**src/interval_timer_consts.svh**
```systemverilog
// offsets, field positions and reset values of the interval timer
`ifndef INTERVAL_TIMER_CONSTS_SVH
`define INTERVAL_TIMER_CONSTS_SVH

`define ADDR_W 8
`define DATA_W 8
`define CNT_W 8
`define PRE_W 10
`define SRC_W 5

// shared read/write address: read gives the count, write gives the control
`define ADDR_COUNT_CTRL 8'hF4
`define ADDR_STATUS 8'hF5
`define ADDR_MASK 8'hF6
`define ADDR_WAKE_EN 8'hF7

// control register fields
`define CTL_SEL_LSB 0
`define CTL_SEL_MSB 2
`define CTL_CLR_BIT 3
`define CTL_SEL_RESET 3'h7

// status and mask fields
`define ST_OVF_BIT 0
`define ST_WAKE_BIT 1
`define ST_W 2

// wake source enable fields
`define WK_EXT_BIT 0
`define WK_WATCH_BIT 1
`define WK_SERIAL_BIT 2
`define WK_KEYSCAN_BIT 3
`define WK_EVENT_BIT 4

`define PRE_BASE_SHIFT 4'h3
`define COUNT_MAX 8'hFF
`define COUNT_ZERO 8'h00

`endif

```
**src/interval_timer_pkg.sv**
```systemverilog
// types shared by the interval timer modules
package interval_timer_pkg;

	typedef enum logic [2:0] {
		st_run = 3'b001,
		st_stop = 3'b010,
		st_startup = 3'b100
	} power_state_t;

	typedef logic [2:0] prescale_code_t;

endpackage : interval_timer_pkg

```
**src/prescale_if.sv**
```systemverilog
// link between the timer core and its prescaler
`timescale 1ns/1ps
`default_nettype none

interface prescale_if;
	logic tick_in;
	logic clear;
	interval_timer_pkg::prescale_code_t code;
	logic pulse;

	modport ctrl (output tick_in, output clear, output code, input pulse);
	modport pre (input tick_in, input clear, input code, output pulse);
endinterface : prescale_if

`default_nettype wire

```
**src/interval_timer_wakeup.sv**
```systemverilog
// interval timer with stop-mode release and start-up hold
//
// Behaviour
// - eight-bit counter runs freely, stops only while in stop mode
// - counter advances once per prescaler pulse
// - reset sets all prescaler select bits
// - wrap FF to 00 sets overflow flag
// - select code divides by two^(code+3)
// - clear bit write zeroes counter, counting resumes
// - clear bit self-returns to zero next cycle
// - shared address: read count, write control
// - stop leaves on reset or listed interrupts
// - only sources enabled before stop wake it
// - event-pin timer match can release stop
// - reset reinitialises registers; interrupt release keeps control, clears count
// - start-up interval holds internal operation after release
// - stop halts oscillator clocks and the counter
//
// Decided for this implementation: the plain strobed port.
`timescale 1ns/1ps
`default_nettype none
`include "interval_timer_consts.svh"

module interval_timer_wakeup (
	input wire logic sys_clk,
	input wire logic rst,
	input wire logic [`ADDR_W-1:0] reg_addr,
	input wire logic [`DATA_W-1:0] reg_wdata,
	input wire logic reg_wr,
	input wire logic reg_rd,
	output logic [`DATA_W-1:0] reg_rdata,
	input wire logic main_osc_tick,
	input wire logic sub_osc_tick,
	input wire logic [1:0] system_clock_mode_select,
	input wire logic stop_request,
	input wire logic ext_irq,
	input wire logic watch_irq,
	input wire logic serial_irq,
	input wire logic keyscan_irq,
	input wire logic event_timer_irq,
	input wire logic event_count_mode,
	output logic stop_active,
	output logic startup_hold,
	output logic interval_overflow_flag,
	output logic irq
);

	// ******************************************************************
	// declarations
	// ******************************************************************

	prescale_if pre_link ();

	interval_timer_pkg::power_state_t state_q;
	interval_timer_pkg::power_state_t state_d;
	interval_timer_pkg::prescale_code_t sel_q;
	logic clr_q;
	logic [`CNT_W-1:0] count_q;
	logic [`CNT_W-1:0] count_d;
	logic [`ST_W-1:0] status_q;
	logic [`ST_W-1:0] status_d;
	logic [`ST_W-1:0] mask_q;
	logic [`SRC_W-1:0] wake_en_q;
	logic [`DATA_W-1:0] rdata_q;
	logic [`DATA_W-1:0] rdata_d;

	logic wr_ctrl;
	logic wr_status;
	logic wr_mask;
	logic wr_wake_en;
	logic in_stop;
	logic in_startup;
	logic osc_tick;
	logic [`SRC_W-1:0] wake_src;
	logic wake;
	logic restart;
	logic overflow;
	logic [`ST_W-1:0] events;
	logic [`ST_W-1:0] clear_bits;

	// ******************************************************************
	// register bus decode
	// ******************************************************************

	assign wr_ctrl = reg_wr && (reg_addr == `ADDR_COUNT_CTRL);
	assign wr_status = reg_wr && (reg_addr == `ADDR_STATUS);
	assign wr_mask = reg_wr && (reg_addr == `ADDR_MASK);
	assign wr_wake_en = reg_wr && (reg_addr == `ADDR_WAKE_EN);

	// ******************************************************************
	// power state and wake sources
	// ******************************************************************

	assign in_stop = (state_q == interval_timer_pkg::st_stop);
	assign in_startup = (state_q == interval_timer_pkg::st_startup);

	// event-pin timer keeps counting with the oscillator stopped
	assign wake_src = {
		event_timer_irq && event_count_mode,
		keyscan_irq,
		serial_irq,
		watch_irq,
		ext_irq
	};
	// enables are frozen while stopped, so only prior settings count
	assign wake = in_stop && |(wake_src & wake_en_q);

	always_comb begin
		state_d = state_q;
		unique case (state_q)
			interval_timer_pkg::st_run: begin
				if (stop_request) begin
					state_d = interval_timer_pkg::st_stop;
				end
			end
			interval_timer_pkg::st_stop: begin
				if (wake) begin
					state_d = interval_timer_pkg::st_startup;
				end
			end
			interval_timer_pkg::st_startup: begin
				if (overflow) begin
					state_d = interval_timer_pkg::st_run;
				end
			end
			default: begin
				state_d = interval_timer_pkg::st_startup;
			end
		endcase
	end

	// ******************************************************************
	// prescaler and interval counter
	// ******************************************************************

	// oscillator ticks are gated off while stopped
	assign osc_tick = in_stop ? 1'b0 :
		(system_clock_mode_select[1] ? sub_osc_tick : main_osc_tick);
	assign restart = clr_q || wake;

	assign pre_link.tick_in = osc_tick;
	assign pre_link.clear = restart;
	assign pre_link.code = sel_q;

	interval_prescaler u_prescaler (
		.sys_clk(sys_clk),
		.rst(rst),
		.link(pre_link)
	);

	assign overflow = pre_link.pulse && (count_q == `COUNT_MAX);
	assign count_d = restart ? `COUNT_ZERO :
		(pre_link.pulse ? count_q + `CNT_W'(1) : count_q);

	// ******************************************************************
	// interrupt status
	// ******************************************************************

	assign events = {wake, overflow};
	assign clear_bits = wr_status ? reg_wdata[`ST_W-1:0] : '0;
	// a new event beats a simultaneous write-one clear
	assign status_d = (status_q & ~clear_bits) | events;

	// ******************************************************************
	// read data
	// ******************************************************************

	always_comb begin
		rdata_d = '0;
		if (reg_rd) begin
			unique case (reg_addr)
				`ADDR_COUNT_CTRL: rdata_d = count_q;
				`ADDR_STATUS: rdata_d = {{(`DATA_W-`ST_W){1'b0}}, status_q};
				`ADDR_MASK: rdata_d = {{(`DATA_W-`ST_W){1'b0}}, mask_q};
				`ADDR_WAKE_EN: rdata_d = {{(`DATA_W-`SRC_W){1'b0}}, wake_en_q};
				default: rdata_d = '0;
			endcase
		end
	end

	// ******************************************************************
	// registers
	// ******************************************************************

	// reset reinitialises all control; interrupt release keeps it
	always_ff @(posedge sys_clk) begin
		if (rst) begin
			state_q <= interval_timer_pkg::st_startup;
			sel_q <= `CTL_SEL_RESET;
			clr_q <= 1'b0;
			count_q <= `COUNT_ZERO;
			status_q <= '0;
			mask_q <= '0;
			wake_en_q <= '0;
			rdata_q <= '0;
		end else begin
			state_q <= state_d;
			if (wr_ctrl) begin
				sel_q <= reg_wdata[`CTL_SEL_MSB:`CTL_SEL_LSB];
			end
			clr_q <= wr_ctrl && reg_wdata[`CTL_CLR_BIT];
			count_q <= count_d;
			status_q <= status_d;
			if (wr_mask) begin
				mask_q <= reg_wdata[`ST_W-1:0];
			end
			if (wr_wake_en && !in_stop) begin
				wake_en_q <= reg_wdata[`SRC_W-1:0];
			end
			rdata_q <= rdata_d;
		end
	end

	// ******************************************************************
	// outputs
	// ******************************************************************

	assign reg_rdata = rdata_q;
	assign stop_active = in_stop;
	assign startup_hold = in_startup;
	assign interval_overflow_flag = status_q[`ST_OVF_BIT];
	assign irq = |(status_q & mask_q);

endmodule : interval_timer_wakeup

`default_nettype wire

```
**src/interval_prescaler.sv**
```systemverilog
// power-of-two prescaler for the interval counter
`timescale 1ns/1ps
`default_nettype none
`include "interval_timer_consts.svh"

module interval_prescaler (
	input wire logic sys_clk,
	input wire logic rst,
	prescale_if.pre link
);

	logic [`PRE_W-1:0] div_q;
	logic [`PRE_W-1:0] div_d;
	logic [`PRE_W-1:0] sel_mask;

	// low (code + 3) bits set
	function automatic logic [`PRE_W-1:0] low_mask(input logic [2:0] code);
		logic [3:0] width;
		width = {1'b0, code} + `PRE_BASE_SHIFT;
		low_mask = (`PRE_W'(1) << width) - `PRE_W'(1);
	endfunction : low_mask

	assign sel_mask = low_mask(link.code);
	// one pulse every 2^(code+3) source ticks
	assign link.pulse = link.tick_in && !link.clear && ((div_q & sel_mask) == sel_mask);
	assign div_d = link.clear ? '0 : (link.tick_in ? div_q + `PRE_W'(1) : div_q);

	always_ff @(posedge sys_clk) begin
		if (rst) begin
			div_q <= '0;
		end else begin
			div_q <= div_d;
		end
	end

endmodule : interval_prescaler

`default_nettype wire

```
**config.mk**
```make
export PLATFORM = sky130hd
export DESIGN_NAME = interval_timer_wakeup
export DESIGN_NICKNAME = d
export VERILOG_FILES = /design/src/interval_timer_pkg.sv /design/src/prescale_if.sv /design/src/interval_timer_wakeup.sv /design/src/interval_prescaler.sv
export VERILOG_INCLUDE_DIRS = /design/src
export SDC_FILE = /design/constraint.sdc
export NUM_CORES = 1
export LEC_CHECK = 0
export ABC_CLOCK_PERIOD_IN_PS = 2650
export BUFFER_PORTS_ARGS = -buffer_cell sky130_fd_sc_hd__buf_2
export CAP_MARGIN = 20
export CORE_MARGIN = 1
export CORE_UTILIZATION = 45
export DETAILED_ROUTE_END_ITERATION = 8
export PLACE_DENSITY = 0.78
export SYNTH_ARGS = -nofsm -noshare
export SYNTH_HDL_FRONTEND = slang
export SYNTH_SLANG_ARGS = --single-unit
```
**constraint.sdc**
```tcl
create_clock -name sys_clk -period 2.65 [get_ports sys_clk]
set_input_delay 0.265 -clock sys_clk [delete_from_list [all_inputs] [get_ports sys_clk]]
set_output_delay 0.265 -clock sys_clk [all_outputs]
set_load 0.005 [all_outputs]
```
# After elaboration in Yosys (flattened, before gate mapping)
# Index checks and enable logic that the tools add are counted.
# word_totals
ff_bits	42
output_inout_bits	12
word_cells	60
# op_classes
n_addsub	4
eq_ne	12
n_shift	1
mux	8
bitwise	7
reduce_logical	19
# op_table
operator	count
8-bit == test (second input constant)	5
8-bit one-hot mux with 4 select lines	1
1-bit logical AND	11
10-bit by 1-bit adder with 10-bit output (second input constant)	1
10-bit bitwise AND	1
10-bit == test	1
1-bit by 4-bit left shift with 10-bit output (first input constant)	1
10-bit by 2-bit subtractor with 10-bit output (second input constant)	1
3-bit 2-to-1 mux	3
3-bit one-hot mux with 3 select lines	1
8-bit by 1-bit adder with 8-bit output (second input constant)	1
2-bit OR reduction	3
5-bit bitwise AND	1
5-bit OR reduction	1
3-bit by 2-bit adder with 4-bit output (second input constant)	1
2-bit bitwise AND	2
2-bit by 1-bit inequality test with 1-bit output (second input constant)	2
3-bit by 1-bit == test with 1-bit output (second input constant)	1
3-bit by 2-bit == test with 1-bit output (second input constant)	1
3-bit == test (second input constant)	1
3-bit AND reduction	1
1-bit zero test	2
1-bit 2-to-1 mux	2
2-bit 2-to-1 mux	1
other kinds (5)	5

# Longest topological paths before layout
# Gate-level depths: netlist of the first run.
# logic_depth
ltp_word	11
depth_mapped	7

# Modules after synthesis
# From an unflattened synthesis of the first run, not the netlist that was laid out.
# hier_totals
cells_unflattened	225
hier_area_um2	2068.2
# modules_own_cells
mod	n_inst	cells_per_inst	area_each_um2
interval_timer_wakeup	1	157	1507.7
interval_prescaler	1	68	560.5

# Worst setup path after synthesis of the first run
# No wires, ideal clock.
# synth_timing
kind	reg-to-reg
from	register state_q[1]
to	register u_prescaler.div_q[4]
arrival_time_ps	1790
t_required_ps	2528
slack_ps	739
stages_incl_launch_ff	8
n_path_buf	3
cell_sequence	dfxtp_1 or3b_2 clkbuf_1 a41oi_1 or2_2 clkbuf_1 buf_4 a21oi_1
# synth_between
elab_chain_cells	4
word_cells_on_any_way	5
# synth_lines
item	line_no	text
start: declaration	interval_timer_wakeup.sv:54	interval_timer_pkg::power_state_t state_q;
start signal: assignment	interval_timer_wakeup.sv:188	state_q <= interval_timer_pkg::st_startup;
start signal: assignment	interval_timer_wakeup.sv:197	state_q <= state_d;
3-bit by 2-bit == test with 1-bit output *	interval_timer_wakeup.sv:94	assign in_stop = (state_q == interval_timer_pkg::st_stop);
1-bit logical AND	interval_timer_wakeup.sv:106	assign wake = in_stop && |(wake_src & wake_en_q);
1-bit logical OR	interval_timer_wakeup.sv:139	assign restart = clr_q || wake;
2-bit OR reduction (no line)	n/a	
end signal: assignment	interval_prescaler.sv:32	div_q <= div_d;
end: declaration	interval_prescaler.sv:12	logic [`PRE_W-1:0] div_q;
# Mark *: on every way between the ends. The rest lies on a longest branch, timed or not.
# A chain may end at the register's enable or synchronous reset.

# Worst setup path in the final report of the first run
# layout_timing
from	register u_prescaler.div_q[4]
to	register count_q[7]
# layout_between
elab_chain_cells	3
# layout_lines
item	line_no	text
10-bit bitwise AND	interval_prescaler.sv:25	assign link.pulse = link.tick_in && !link.clear && ((div_q & sel_mask) == sel_mask);
10-bit == test	interval_prescaler.sv:25	
1-bit logical AND	interval_prescaler.sv:25	
end signal: assignment	interval_timer_wakeup.sv:191	count_q <= `COUNT_ZERO;
end signal: assignment	interval_timer_wakeup.sv:202	count_q <= count_d;
end: declaration	interval_timer_wakeup.sv:58	logic [`CNT_W-1:0] count_q;
# Every way passes these cells.

==> run_summary.xml, run 1 <==
<?xml version="1.0" encoding="UTF-8"?>
<metrics>
  <group name="run_status">
    <metric name="outcome" unit="">completed</metric>
  </group>
  <group name="logic_synthesis">
    <metric name="yosys.cell_types.count" unit="">48</metric>
    <metric name="mean_area_per_synthesized_cell" unit="µm²">8.73</metric>
    <metric name="synth.largest_area_cell" unit="">sky130_fd_sc_hd__dfxtp_1</metric>
    <metric name="synth.area.top_cells" unit="">sky130_fd_sc_hd__dfxtp_1 42%, sky130_fd_sc_hd__mux2i_1 5.5%, sky130_fd_sc_hd__nor2_1 4.1%, sky130_fd_sc_hd__nand3_1 4.0%, sky130_fd_sc_hd__nand2_1 3.9%</metric>
    <metric name="synthTopCellsByCount" unit="">42 x sky130_fd_sc_hd__dfxtp_1, 22 x sky130_fd_sc_hd__nor2_1, 21 x sky130_fd_sc_hd__nand2_1, 16 x sky130_fd_sc_hd__nand3_1, 12 x sky130_fd_sc_hd__a21oi_1</metric>
    <metric name="synth_top_flop_cell" unit="">sky130_fd_sc_hd__dfxtp_1</metric>
    <metric name="syn_inst" unit="">229</metric>
    <metric name="synthDominantCellAreaShare" unit="">0.421</metric>
    <metric name="ys_seq_area_frac" unit="">0.421</metric>
    <metric name="synth_edf_count" unit="">0</metric>
    <metric name="syn-cell-area" unit="mm²">0.00200</metric>
    <metric name="register_bit_total_from_synthesis" unit="">42</metric>
    <metric name="ys_warn_count" unit="">0</metric>
    <metric name="postSynthNetCount" unit="">263</metric>
    <metric name="ys_async_sr_fraction" unit="">0</metric>
    <metric name="synth_most_common_cell" unit="">sky130_fd_sc_hd__dfxtp_1</metric>
  </group>
  <group name="worst_setup_path">
    <metric name="crit_path_start" unit="">u_prescaler.div_q[4]</metric>
    <metric name="critical_path.slowest_cell" unit="">sky130_fd_sc_hd__or4_1</metric>
    <metric name="crit_path_max_fanout" unit="">7</metric>
    <metric name="cp_slowest_stage_delay" unit="ns">0.49</metric>
    <metric name="cpMostUsedCell" unit="">sky130_fd_sc_hd__or3b_1</metric>
    <metric name="required" unit="ns">2.89</metric>
    <metric name="crit_path_start_kind" unit="">flip-flop</metric>
    <metric name="endpoint_kind" unit="">flip-flop</metric>
    <metric name="path_class" unit="">reg -&gt; reg</metric>
    <metric name="reg2reg_setup_slack" unit="ns">0.63</metric>
    <metric name="regToRegStartpoint" unit="">u_prescaler.div_q[4]</metric>
    <metric name="path_cells" unit="">or3b_1 -&gt; nand2_1 -&gt; or3b_1 -&gt; or4_1 -&gt; a21oi_1</metric>
    <metric name="reg2reg_depth" unit="">5</metric>
    <metric name="critPathArrivalTime" unit="ns">2.26</metric>
  </group>
  <group name="detailed_routing">
    <metric name="wl" unit="mm">4.39</metric>
    <metric name="detail_route.iter0.violations" unit="">140</metric>
    <metric name="drt-wirelength-per-cell" unit="µm">13.8</metric>
    <metric name="route.detailed.vias_per_inst" unit="">5.53</metric>
    <metric name="drt_pre_antenna_iters" unit="">6</metric>
    <metric name="routed-via-count" unit="">1760</metric>
    <metric name="drcViolationCount" unit="">0</metric>
    <metric name="top_layer_used" unit="">met4</metric>
    <metric name="met3_length" unit="µm">231</metric>
    <metric name="routed-wl-met2" unit="mm">2.08</metric>
    <metric name="wl_met1" unit="mm">2.01</metric>
    <metric name="ant_nets" unit="">0</metric>
  </group>
  <group name="final_layout">
    <metric name="ant_diodes" unit="">0</metric>
    <metric name="fillerInstances" unit="">404</metric>
    <metric name="nets_final" unit="">301</metric>
    <metric name="drive_above_1_share" unit="">0.246</metric>
    <metric name="final_core_utilization" unit="">0.561</metric>
    <metric name="area_growth_syn_to_layout" unit="%">16.4</metric>
    <metric name="final_cell_area" unit="mm²">0.00233</metric>
  </group>
  <group name="sta">
    <metric name="fmax" unit="MHz">495</metric>
    <metric name="setup_tns" unit="ns">0</metric>
    <metric name="max_slew_margin" unit="">0.635</metric>
    <metric name="timing_max_transition_violations_final" unit="">0</metric>
    <metric name="clock-skew-final" unit="ns">0.00570</metric>
    <metric name="min_period" unit="ns">2.02</metric>
    <metric name="layout_setup_ws" unit="ns">0.628</metric>
    <metric name="worst_hold_slack" unit="ns">0.178</metric>
    <metric name="setup_viol_count_final" unit="">0</metric>
    <metric name="setup_repair_after_global_routing_missed_its_margin" unit="">false</metric>
    <metric name="hold_viol" unit="">0</metric>
    <metric name="worstMarginPinSlew" unit="ns">0.545</metric>
    <metric name="fin_crit_sh" unit="">0.763</metric>
  </group>
  <group name="place">
    <metric name="total_cell_area_at_the_placement_stage" unit="mm²">0.00223</metric>
    <metric name="numPortBuffers" unit="">38</metric>
    <metric name="preCtsSetupSlack" unit="ns">0.655</metric>
    <metric name="gpl.final_weighted_congestion" unit="">0.843</metric>
    <metric name="post-dp-hpwl" unit="mm">3.20</metric>
  </group>
  <group name="grt">
    <metric name="grt_pass1_wl" unit="mm">6.79</metric>
    <metric name="overflow_left_after_global_routing" unit="">0</metric>
    <metric name="global_route.usage.total" unit="">0.205</metric>
    <metric name="grt_pass1_vias" unit="">1488</metric>
    <metric name="grt_start_max_net_pins" unit="">19</metric>
    <metric name="antenna_found_initial" unit="">0</metric>
  </group>
  <group name="clock_tree">
    <metric name="max_h_tree_level" unit="">2</metric>
    <metric name="clock_sink_count" unit="">42</metric>
    <metric name="post_cts_repair_setup_buffers" unit="">0</metric>
    <metric name="numCtsBuffers" unit="">5</metric>
    <metric name="clock_path_buffers" unit="">2</metric>
    <metric name="clock_insertion_delay_worst_skew" unit="ns">0.31</metric>
    <metric name="post_cts_gate_resize_count" unit="">0</metric>
    <metric name="root_buffer_master" unit="">sky130_fd_sc_hd__clkbuf_8</metric>
    <metric name="worst_setup_hold_path_clk_slew" unit="ns">0.08</metric>
    <metric name="hold_buffers" unit="">0</metric>
    <metric name="cts_tree" unit="">yes</metric>
  </group>
  <group name="floorplanning">
    <metric name="floorplan.core_area" unit="mm²">0.00414</metric>
    <metric name="die_area" unit="mm²">0.00471</metric>
    <metric name="num_rows" unit="">23</metric>
    <metric name="die_y" unit="µm">68.6</metric>
    <metric name="initial_core_util" unit="">0.482</metric>
    <metric name="pin_count" unit="">43</metric>
    <metric name="die_w" unit="µm">68.6</metric>
  </group>
  <group name="run">
    <metric name="maxCapViolations" unit="">0</metric>
  </group>
  <group name="pwr">
    <metric name="power_per_cell_area" unit="mW/mm²">487</metric>
    <metric name="vdd_drop_max" unit="µV">335</metric>
    <metric name="static-leakage-power" unit="µW">0.000969</metric>
  </group>
  <group name="hold_path">
    <metric name="min-delay-path-class" unit="">in -&gt; reg</metric>
    <metric name="min_path_cells" unit="">2</metric>
    <metric name="min-delay-start" unit="">stop_request</metric>
  </group>
</metrics>
## worst paths after layout
| check | to |
|---|---|
| max | count_q[7] |
| min | state_q[0] |
| max reg2reg | count_q[7] |
| min reg2reg | count_q[6] |
## sequential cells by signal, summed over array words and instances, names as in the netlist, 2 cells and up
signal / cells
u_prescaler.div_q: 10
count_q: 8
reg_rdata: 8
wake_en_q: 5
pre_link.code: 3
state_q: 3
mask_q: 2
status_q: 2
## critical path: cells and delay by family (launching register included)
kind / cells / cell delay [ns]
AND/OR/NAND/NOR: 4 / 1.39
flip-flops: 1 / 0.42
AO/OA/AOI/OAI: 1 / 0.14
## power by group
part / internal [µW] / switching [µW]
Combinational: 28.7 / 31.8
Clock: 209 / 224
Sequential: 635 / 5.63
Total: 873 / 261
## kinds of logic (layout without fill, tap and decap cells)
logic type      Yosys count  count (layout)  share of synthesized area
compound gates           33              33                      0.110
fa+ha+maj                 3               3                     0.0188
simple gates            113             113                      0.311
mux                      14              14                     0.0720
xor+xnor                  8               8                     0.0351
buf+inv                  16              55                     0.0326
flops                    42              42                      0.421
## per-layer routing
metal / up-vias / global-route usage
met3: 6 / 0.0789
met1: 818 / 0.260
met5: - / 0
met2: 41 / 0.320
met4: 0 / 0.0625
li1: 895 / -
## cells in the final DEF (no fill, tap or decap), drive strengths merged, types with 2 or more instances in the layout
cell,netlist,final
mux2i,11,11
inv,6,6
xor2,2,2
a222oi,2,2
and3,7,7
nand3,17,17
buf,2,41
a21oi,12,12
nand3b,5,5
or3b,6,6
mux2,3,3
and4b,2,2
o21ai,6,6
nor3,6,6
or2,3,3
xnor2,6,6
nor2,22,22
nand4,5,5
dfxtp,42,42
or3,4,4
o21ba,2,2
clkbuf,8,6
and2,2,2
ha,3,3
nand2b,3,3
nand2,21,21
nor3b,5,5
## per-stage QoR
step | power (µW) | cells
6_report | 1130 | 318
5_1_grt | 1180 | 318
4_1_cts | 1150 | 318
3_5_place_dp | 715 | 310
3_3_place_gp | 714 | 310
2_1_floorplan | 688 | 229
## layout make-up
| class | count | area (µm²) | share of cell area |
|---|---|---|---|
| clock buffers | 6 | 82.6 | 0.0355 |
| clock inverters | 2 | 12.5 | 0.00538 |
| inverters | 6 | 22.5 | 0.00968 |
| multi-input cells | 171 | 1090 | 0.470 |
| flip-flops and latches | 42 | 841 | 0.361 |
| well taps | 50 | 62.6 | 0.0269 |
| repair buffers | 41 | 213 | 0.0914 |
(Power assumes the default switching activity.)
==> inputs of run 2 (changes only) <==
--- a/config.mk
+++ b/config.mk
@@ -6,13 +6,14 @@
 export SDC_FILE = /design/constraint.sdc
 export NUM_CORES = 1
 export LEC_CHECK = 0
-export ABC_CLOCK_PERIOD_IN_PS = 2650
+export ABC_AREA = 1
+export ABC_CLOCK_PERIOD_IN_PS = 1700
 export BUFFER_PORTS_ARGS = -buffer_cell sky130_fd_sc_hd__buf_2
 export CAP_MARGIN = 20
 export CORE_MARGIN = 1
 export CORE_UTILIZATION = 45
 export DETAILED_ROUTE_END_ITERATION = 8
-export PLACE_DENSITY = 0.78
+export PLACE_DENSITY = 0.8
 export SYNTH_ARGS = -nofsm -noshare
 export SYNTH_HDL_FRONTEND = slang
 export SYNTH_SLANG_ARGS = --single-unit
==> constraint.sdc (replaced) <==
create_clock -name sys_clk -period 1.7 [get_ports sys_clk]
set_input_delay 0.17 -clock sys_clk [delete_from_list [all_inputs] [get_ports sys_clk]]
set_output_delay 0.17 -clock sys_clk [all_outputs]
set_load 0.005 [all_outputs]
==> run 2 against run 1 <==
First-iteration DRC count shrank 47%; clock power grew 85%; combinational power grew to 3.4 times the previous value; die area grew 6.9%; worst hold slack worse by 0.12 ns.
==> run_summary.xml, run 2 <==
<?xml version="1.0" encoding="UTF-8"?>
<metrics>
  <group name="grt">
    <metric name="grt_pass1_vias" unit="">1803</metric>
    <metric name="global_route.usage.total" unit="">0.197</metric>
    <metric name="grt_start_max_net_pins" unit="">17</metric>
    <metric name="grt_pass1_wl" unit="mm">7.70</metric>
    <metric name="antenna_found_initial" unit="">0</metric>
    <metric name="overflow_left_after_global_routing" unit="">0</metric>
  </group>
  <group name="final_layout">
    <metric name="layout_common_cells" unit="">58 x sky130_fd_sc_hd__nand2_1, 41 x sky130_fd_sc_hd__dfxtp_1, 40 x sky130_fd_sc_hd__inv_1, 38 x sky130_fd_sc_hd__buf_2</metric>
    <metric name="nets_final" unit="">375</metric>
    <metric name="non_filler_instance_count_after_layout" unit="">394</metric>
    <metric name="number_of_flip_flops_under_the_largest_register_name" unit="">10</metric>
    <metric name="layout.cells.most_common" unit="">sky130_fd_sc_hd__nand2_1</metric>
    <metric name="area_growth_syn_to_layout" unit="%">18.9</metric>
    <metric name="drive_above_1_share" unit="">0.257</metric>
    <metric name="largest-register" unit="">u_prescaler.div_q</metric>
    <metric name="ant_diodes" unit="">0</metric>
  </group>
  <group name="worst_setup_path">
    <metric name="critical_path.slowest_cell" unit="">sky130_fd_sc_hd__dfxtp_1</metric>
    <metric name="cp_slowest_stage_delay" unit="ns">0.35</metric>
    <metric name="critPathArrivalTime" unit="ns">1.77</metric>
    <metric name="path_class" unit="">reg -&gt; reg</metric>
    <metric name="cp.depth" unit="">8</metric>
    <metric name="required" unit="ns">1.90</metric>
    <metric name="crit_path_max_fanout" unit="">4</metric>
    <metric name="path_cells" unit="">ha_2 -&gt; nand4_1 -&gt; nor3_4 -&gt; nand3_1 -&gt; nand2_1 -&gt; nand3_1 -&gt; nand2_1 -&gt; nor2_1</metric>
    <metric name="worstPathBufferInverterCount" unit="">0</metric>
    <metric name="endpoint_kind" unit="">flip-flop</metric>
    <metric name="cp_top_delay_family" unit="">simple AND/OR/NAND/NOR gates</metric>
    <metric name="crit_path_start_kind" unit="">flip-flop</metric>
    <metric name="reg2reg_depth" unit="">8</metric>
  </group>
  <group name="logic_synthesis">
    <metric name="syn-cell-area" unit="mm²">0.00214</metric>
    <metric name="synth_edf_count" unit="">0</metric>
    <metric name="ys_seq_area_frac" unit="">0.393</metric>
    <metric name="synth.largest_area_cell" unit="">sky130_fd_sc_hd__dfxtp_1</metric>
    <metric name="synth_top_family_by_area" unit="">simple AND/OR/NAND/NOR gates</metric>
    <metric name="synthTopCellsByCount" unit="">58 x sky130_fd_sc_hd__nand2_1, 42 x sky130_fd_sc_hd__dfxtp_1, 40 x sky130_fd_sc_hd__inv_1, 26 x sky130_fd_sc_hd__a21oi_1, 26 x sky130_fd_sc_hd__nor2_1</metric>
    <metric name="postSynthNetCount" unit="">327</metric>
    <metric name="syn_inst" unit="">293</metric>
    <metric name="synth_top_flop_cell" unit="">sky130_fd_sc_hd__dfxtp_1</metric>
    <metric name="synthDominantCellAreaShare" unit="">0.393</metric>
    <metric name="synth.area.top_cells" unit="">sky130_fd_sc_hd__dfxtp_1 39%, sky130_fd_sc_hd__nand2_1 10%, sky130_fd_sc_hd__inv_1 7.0%, sky130_fd_sc_hd__a21oi_1 6.1%, sky130_fd_sc_hd__nor2_1 4.6%</metric>
    <metric name="synth_most_common_cell" unit="">sky130_fd_sc_hd__nand2_1</metric>
    <metric name="yosys.cell_types.count" unit="">32</metric>
    <metric name="synth_compound_area_frac" unit="">0.147</metric>
    <metric name="synth_mux_area_frac" unit="">0</metric>
    <metric name="post_synth_xor_area_fraction" unit="">0.00409</metric>
    <metric name="synthAdderAreaFrac" unit="">0.0175</metric>
    <metric name="register_bit_total_from_synthesis" unit="">42</metric>
    <metric name="ys_async_sr_fraction" unit="">0</metric>
    <metric name="ys_warn_count" unit="">0</metric>
    <metric name="area_fraction_in_and_or_nand_and_nor_cells_after_synthesis" unit="">0.348</metric>
    <metric name="mean_area_per_synthesized_cell" unit="µm²">7.30</metric>
  </group>
  <group name="sta">
    <metric name="clock-skew-final" unit="ns">0.00788</metric>
    <metric name="hold_viol" unit="">0</metric>
    <metric name="worstMarginPinSlew" unit="ns">0.470</metric>
    <metric name="timing_max_transition_violations_final" unit="">0</metric>
    <metric name="setup_viol_count_final" unit="">0</metric>
    <metric name="fin_crit_sh" unit="">0.923</metric>
    <metric name="min_period" unit="ns">1.57</metric>
    <metric name="setup_repair_after_global_routing_missed_its_margin" unit="">false</metric>
    <metric name="layout_setup_ws" unit="ns">0.131</metric>
    <metric name="max_slew_margin" unit="">0.686</metric>
    <metric name="worst_hold_slack" unit="ns">0.0619</metric>
    <metric name="setup_tns" unit="ns">0</metric>
    <metric name="fmax" unit="MHz">637</metric>
  </group>
  <group name="pwr">
    <metric name="clock_share_of_power" unit="">0.395</metric>
    <metric name="power_frac_seq" unit="">0.504</metric>
    <metric name="power_per_cell_area" unit="mW/mm²">796</metric>
    <metric name="static-leakage-power" unit="µW">0.00114</metric>
    <metric name="swShare" unit="">0.248</metric>
    <metric name="vdd_drop_max" unit="µV">623</metric>
    <metric name="switchingPower" unit="µW">502</metric>
    <metric name="power_frac_comb" unit="">0.101</metric>
    <metric name="cellInternalPower" unit="µW">1520</metric>
  </group>
  <group name="floorplanning">
    <metric name="initial_core_util" unit="">0.478</metric>
    <metric name="pin_count" unit="">43</metric>
    <metric name="num_rows" unit="">24</metric>
    <metric name="die_area" unit="mm²">0.00503</metric>
    <metric name="floorplan.core_area" unit="mm²">0.00447</metric>
    <metric name="die_w" unit="µm">71.0</metric>
    <metric name="die_y" unit="µm">71.0</metric>
  </group>
  <group name="clock_tree">
    <metric name="clock_path_buffers" unit="">2</metric>
    <metric name="clock_insertion_delay_worst_skew" unit="ns">0.30</metric>
    <metric name="clock_sink_count" unit="">42</metric>
    <metric name="root_buffer_master" unit="">sky130_fd_sc_hd__clkbuf_8</metric>
    <metric name="worst_setup_hold_path_clk_slew" unit="ns">0.09</metric>
    <metric name="numCtsBuffers" unit="">5</metric>
    <metric name="max_h_tree_level" unit="">2</metric>
    <metric name="hold_buffers" unit="">0</metric>
    <metric name="cts_tree" unit="">yes</metric>
  </group>
  <group name="detailed_routing">
    <metric name="routed-via-count" unit="">2054</metric>
    <metric name="detail_route.iter0.violations" unit="">74</metric>
    <metric name="drcViolationCount" unit="">0</metric>
    <metric name="drt_pre_antenna_iters" unit="">6</metric>
    <metric name="ant_nets" unit="">0</metric>
    <metric name="wl" unit="mm">4.63</metric>
    <metric name="route.detailed.vias_per_inst" unit="">5.21</metric>
    <metric name="drt-wirelength-per-cell" unit="µm">11.8</metric>
  </group>
  <group name="hold_path">
    <metric name="min_path_cells" unit="">2</metric>
    <metric name="min-delay-path-class" unit="">in -&gt; reg</metric>
  </group>
  <group name="place">
    <metric name="post-dp-hpwl" unit="mm">3.52</metric>
    <metric name="gpl.final_weighted_congestion" unit="">0.843</metric>
    <metric name="preCtsSetupSlack" unit="ns">0.150</metric>
    <metric name="count_of_placed_standard_cells_including_taps" unit="">383</metric>
    <metric name="numPortBuffers" unit="">38</metric>
  </group>
  <group name="run_status">
    <metric name="outcome" unit="">completed</metric>
  </group>
  <group name="run">
    <metric name="maxCapViolations" unit="">0</metric>
  </group>
</metrics>
run 2: final cells by class:
type                    instances  area [µm²]
clock buffers                   5        68.8
flip-flops and latches         42         842
well taps                      52        65.1
repair buffers                 43         228
multi-input cells             201        1110
inverters                      48         183
clock inverters                 3        43.8
fillers                       417        1930
run 2: path summary, 6_finish.rpt:
check	startpoint	slack, ns	to
min	rst	0.06	state_q[0]
max	count_q[0]	0.13	state_q[1]
min reg2reg	mask_q[1]	0.48	mask_q[1]
max reg2reg	count_q[0]	0.13	state_q[1]
run 2: repair_timing:
| item | in CTS | in global routing |
|---|---|---|
| setup endpoints to repair | 0 | 1 |
| buffers inserted | 0 | 3 |
| gates resized for setup | 0 | 3 |
run 2: worst register-to-register path, cell delays in order (launching register included):
cell	delay, ns
sky130_fd_sc_hd__dfxtp_1	0.35
sky130_fd_sc_hd__ha_2	0.23
sky130_fd_sc_hd__nand4_1	0.18
sky130_fd_sc_hd__nor3_4	0.27
sky130_fd_sc_hd__nand3_1	0.14
sky130_fd_sc_hd__nand2_1	0.12
sky130_fd_sc_hd__nand3_1	0.07
sky130_fd_sc_hd__nand2_1	0.06
sky130_fd_sc_hd__nor2_1	0.04
run 2: cell families (layout without fill, tap and decap cells):
family,after synthesis,after routing
and+or+nand+nor,140,140
AOI/OAI and AO/OA,57,57
buffers and inverters,50,99
DFF,42,42
adders and majority gates,3,3
xor gates and xnor gates,1,1
run 2: routing by layer:
metal  part of all wire  track usage
met1               0.48        0.246
met2               0.46        0.324
met3              0.040       0.0513
met4              0.019       0.0822
met5                  0            0
run 2: power by group through the flow:
stage	Combinational, µW	Clock [µW]	Sequential [µW]
finish	204	799	1020
detailed placement	202	0	1040
CTS	203	819	1020
global placement	198	0	1040
floorplan	130	0	1040
global route	228	869	1020
run 2: metrics by stage:
stage | total power (µW) | area (µm²) | utilization
floorplan | 1170 | 2140 | -
global placement | 1240 | 2400 | 0.536
detailed placement | 1250 | 2400 | 0.536
CTS | 2040 | 2510 | 0.561
global route | 2120 | 2540 | 0.569
finish | 2020 | 2540 | 0.569
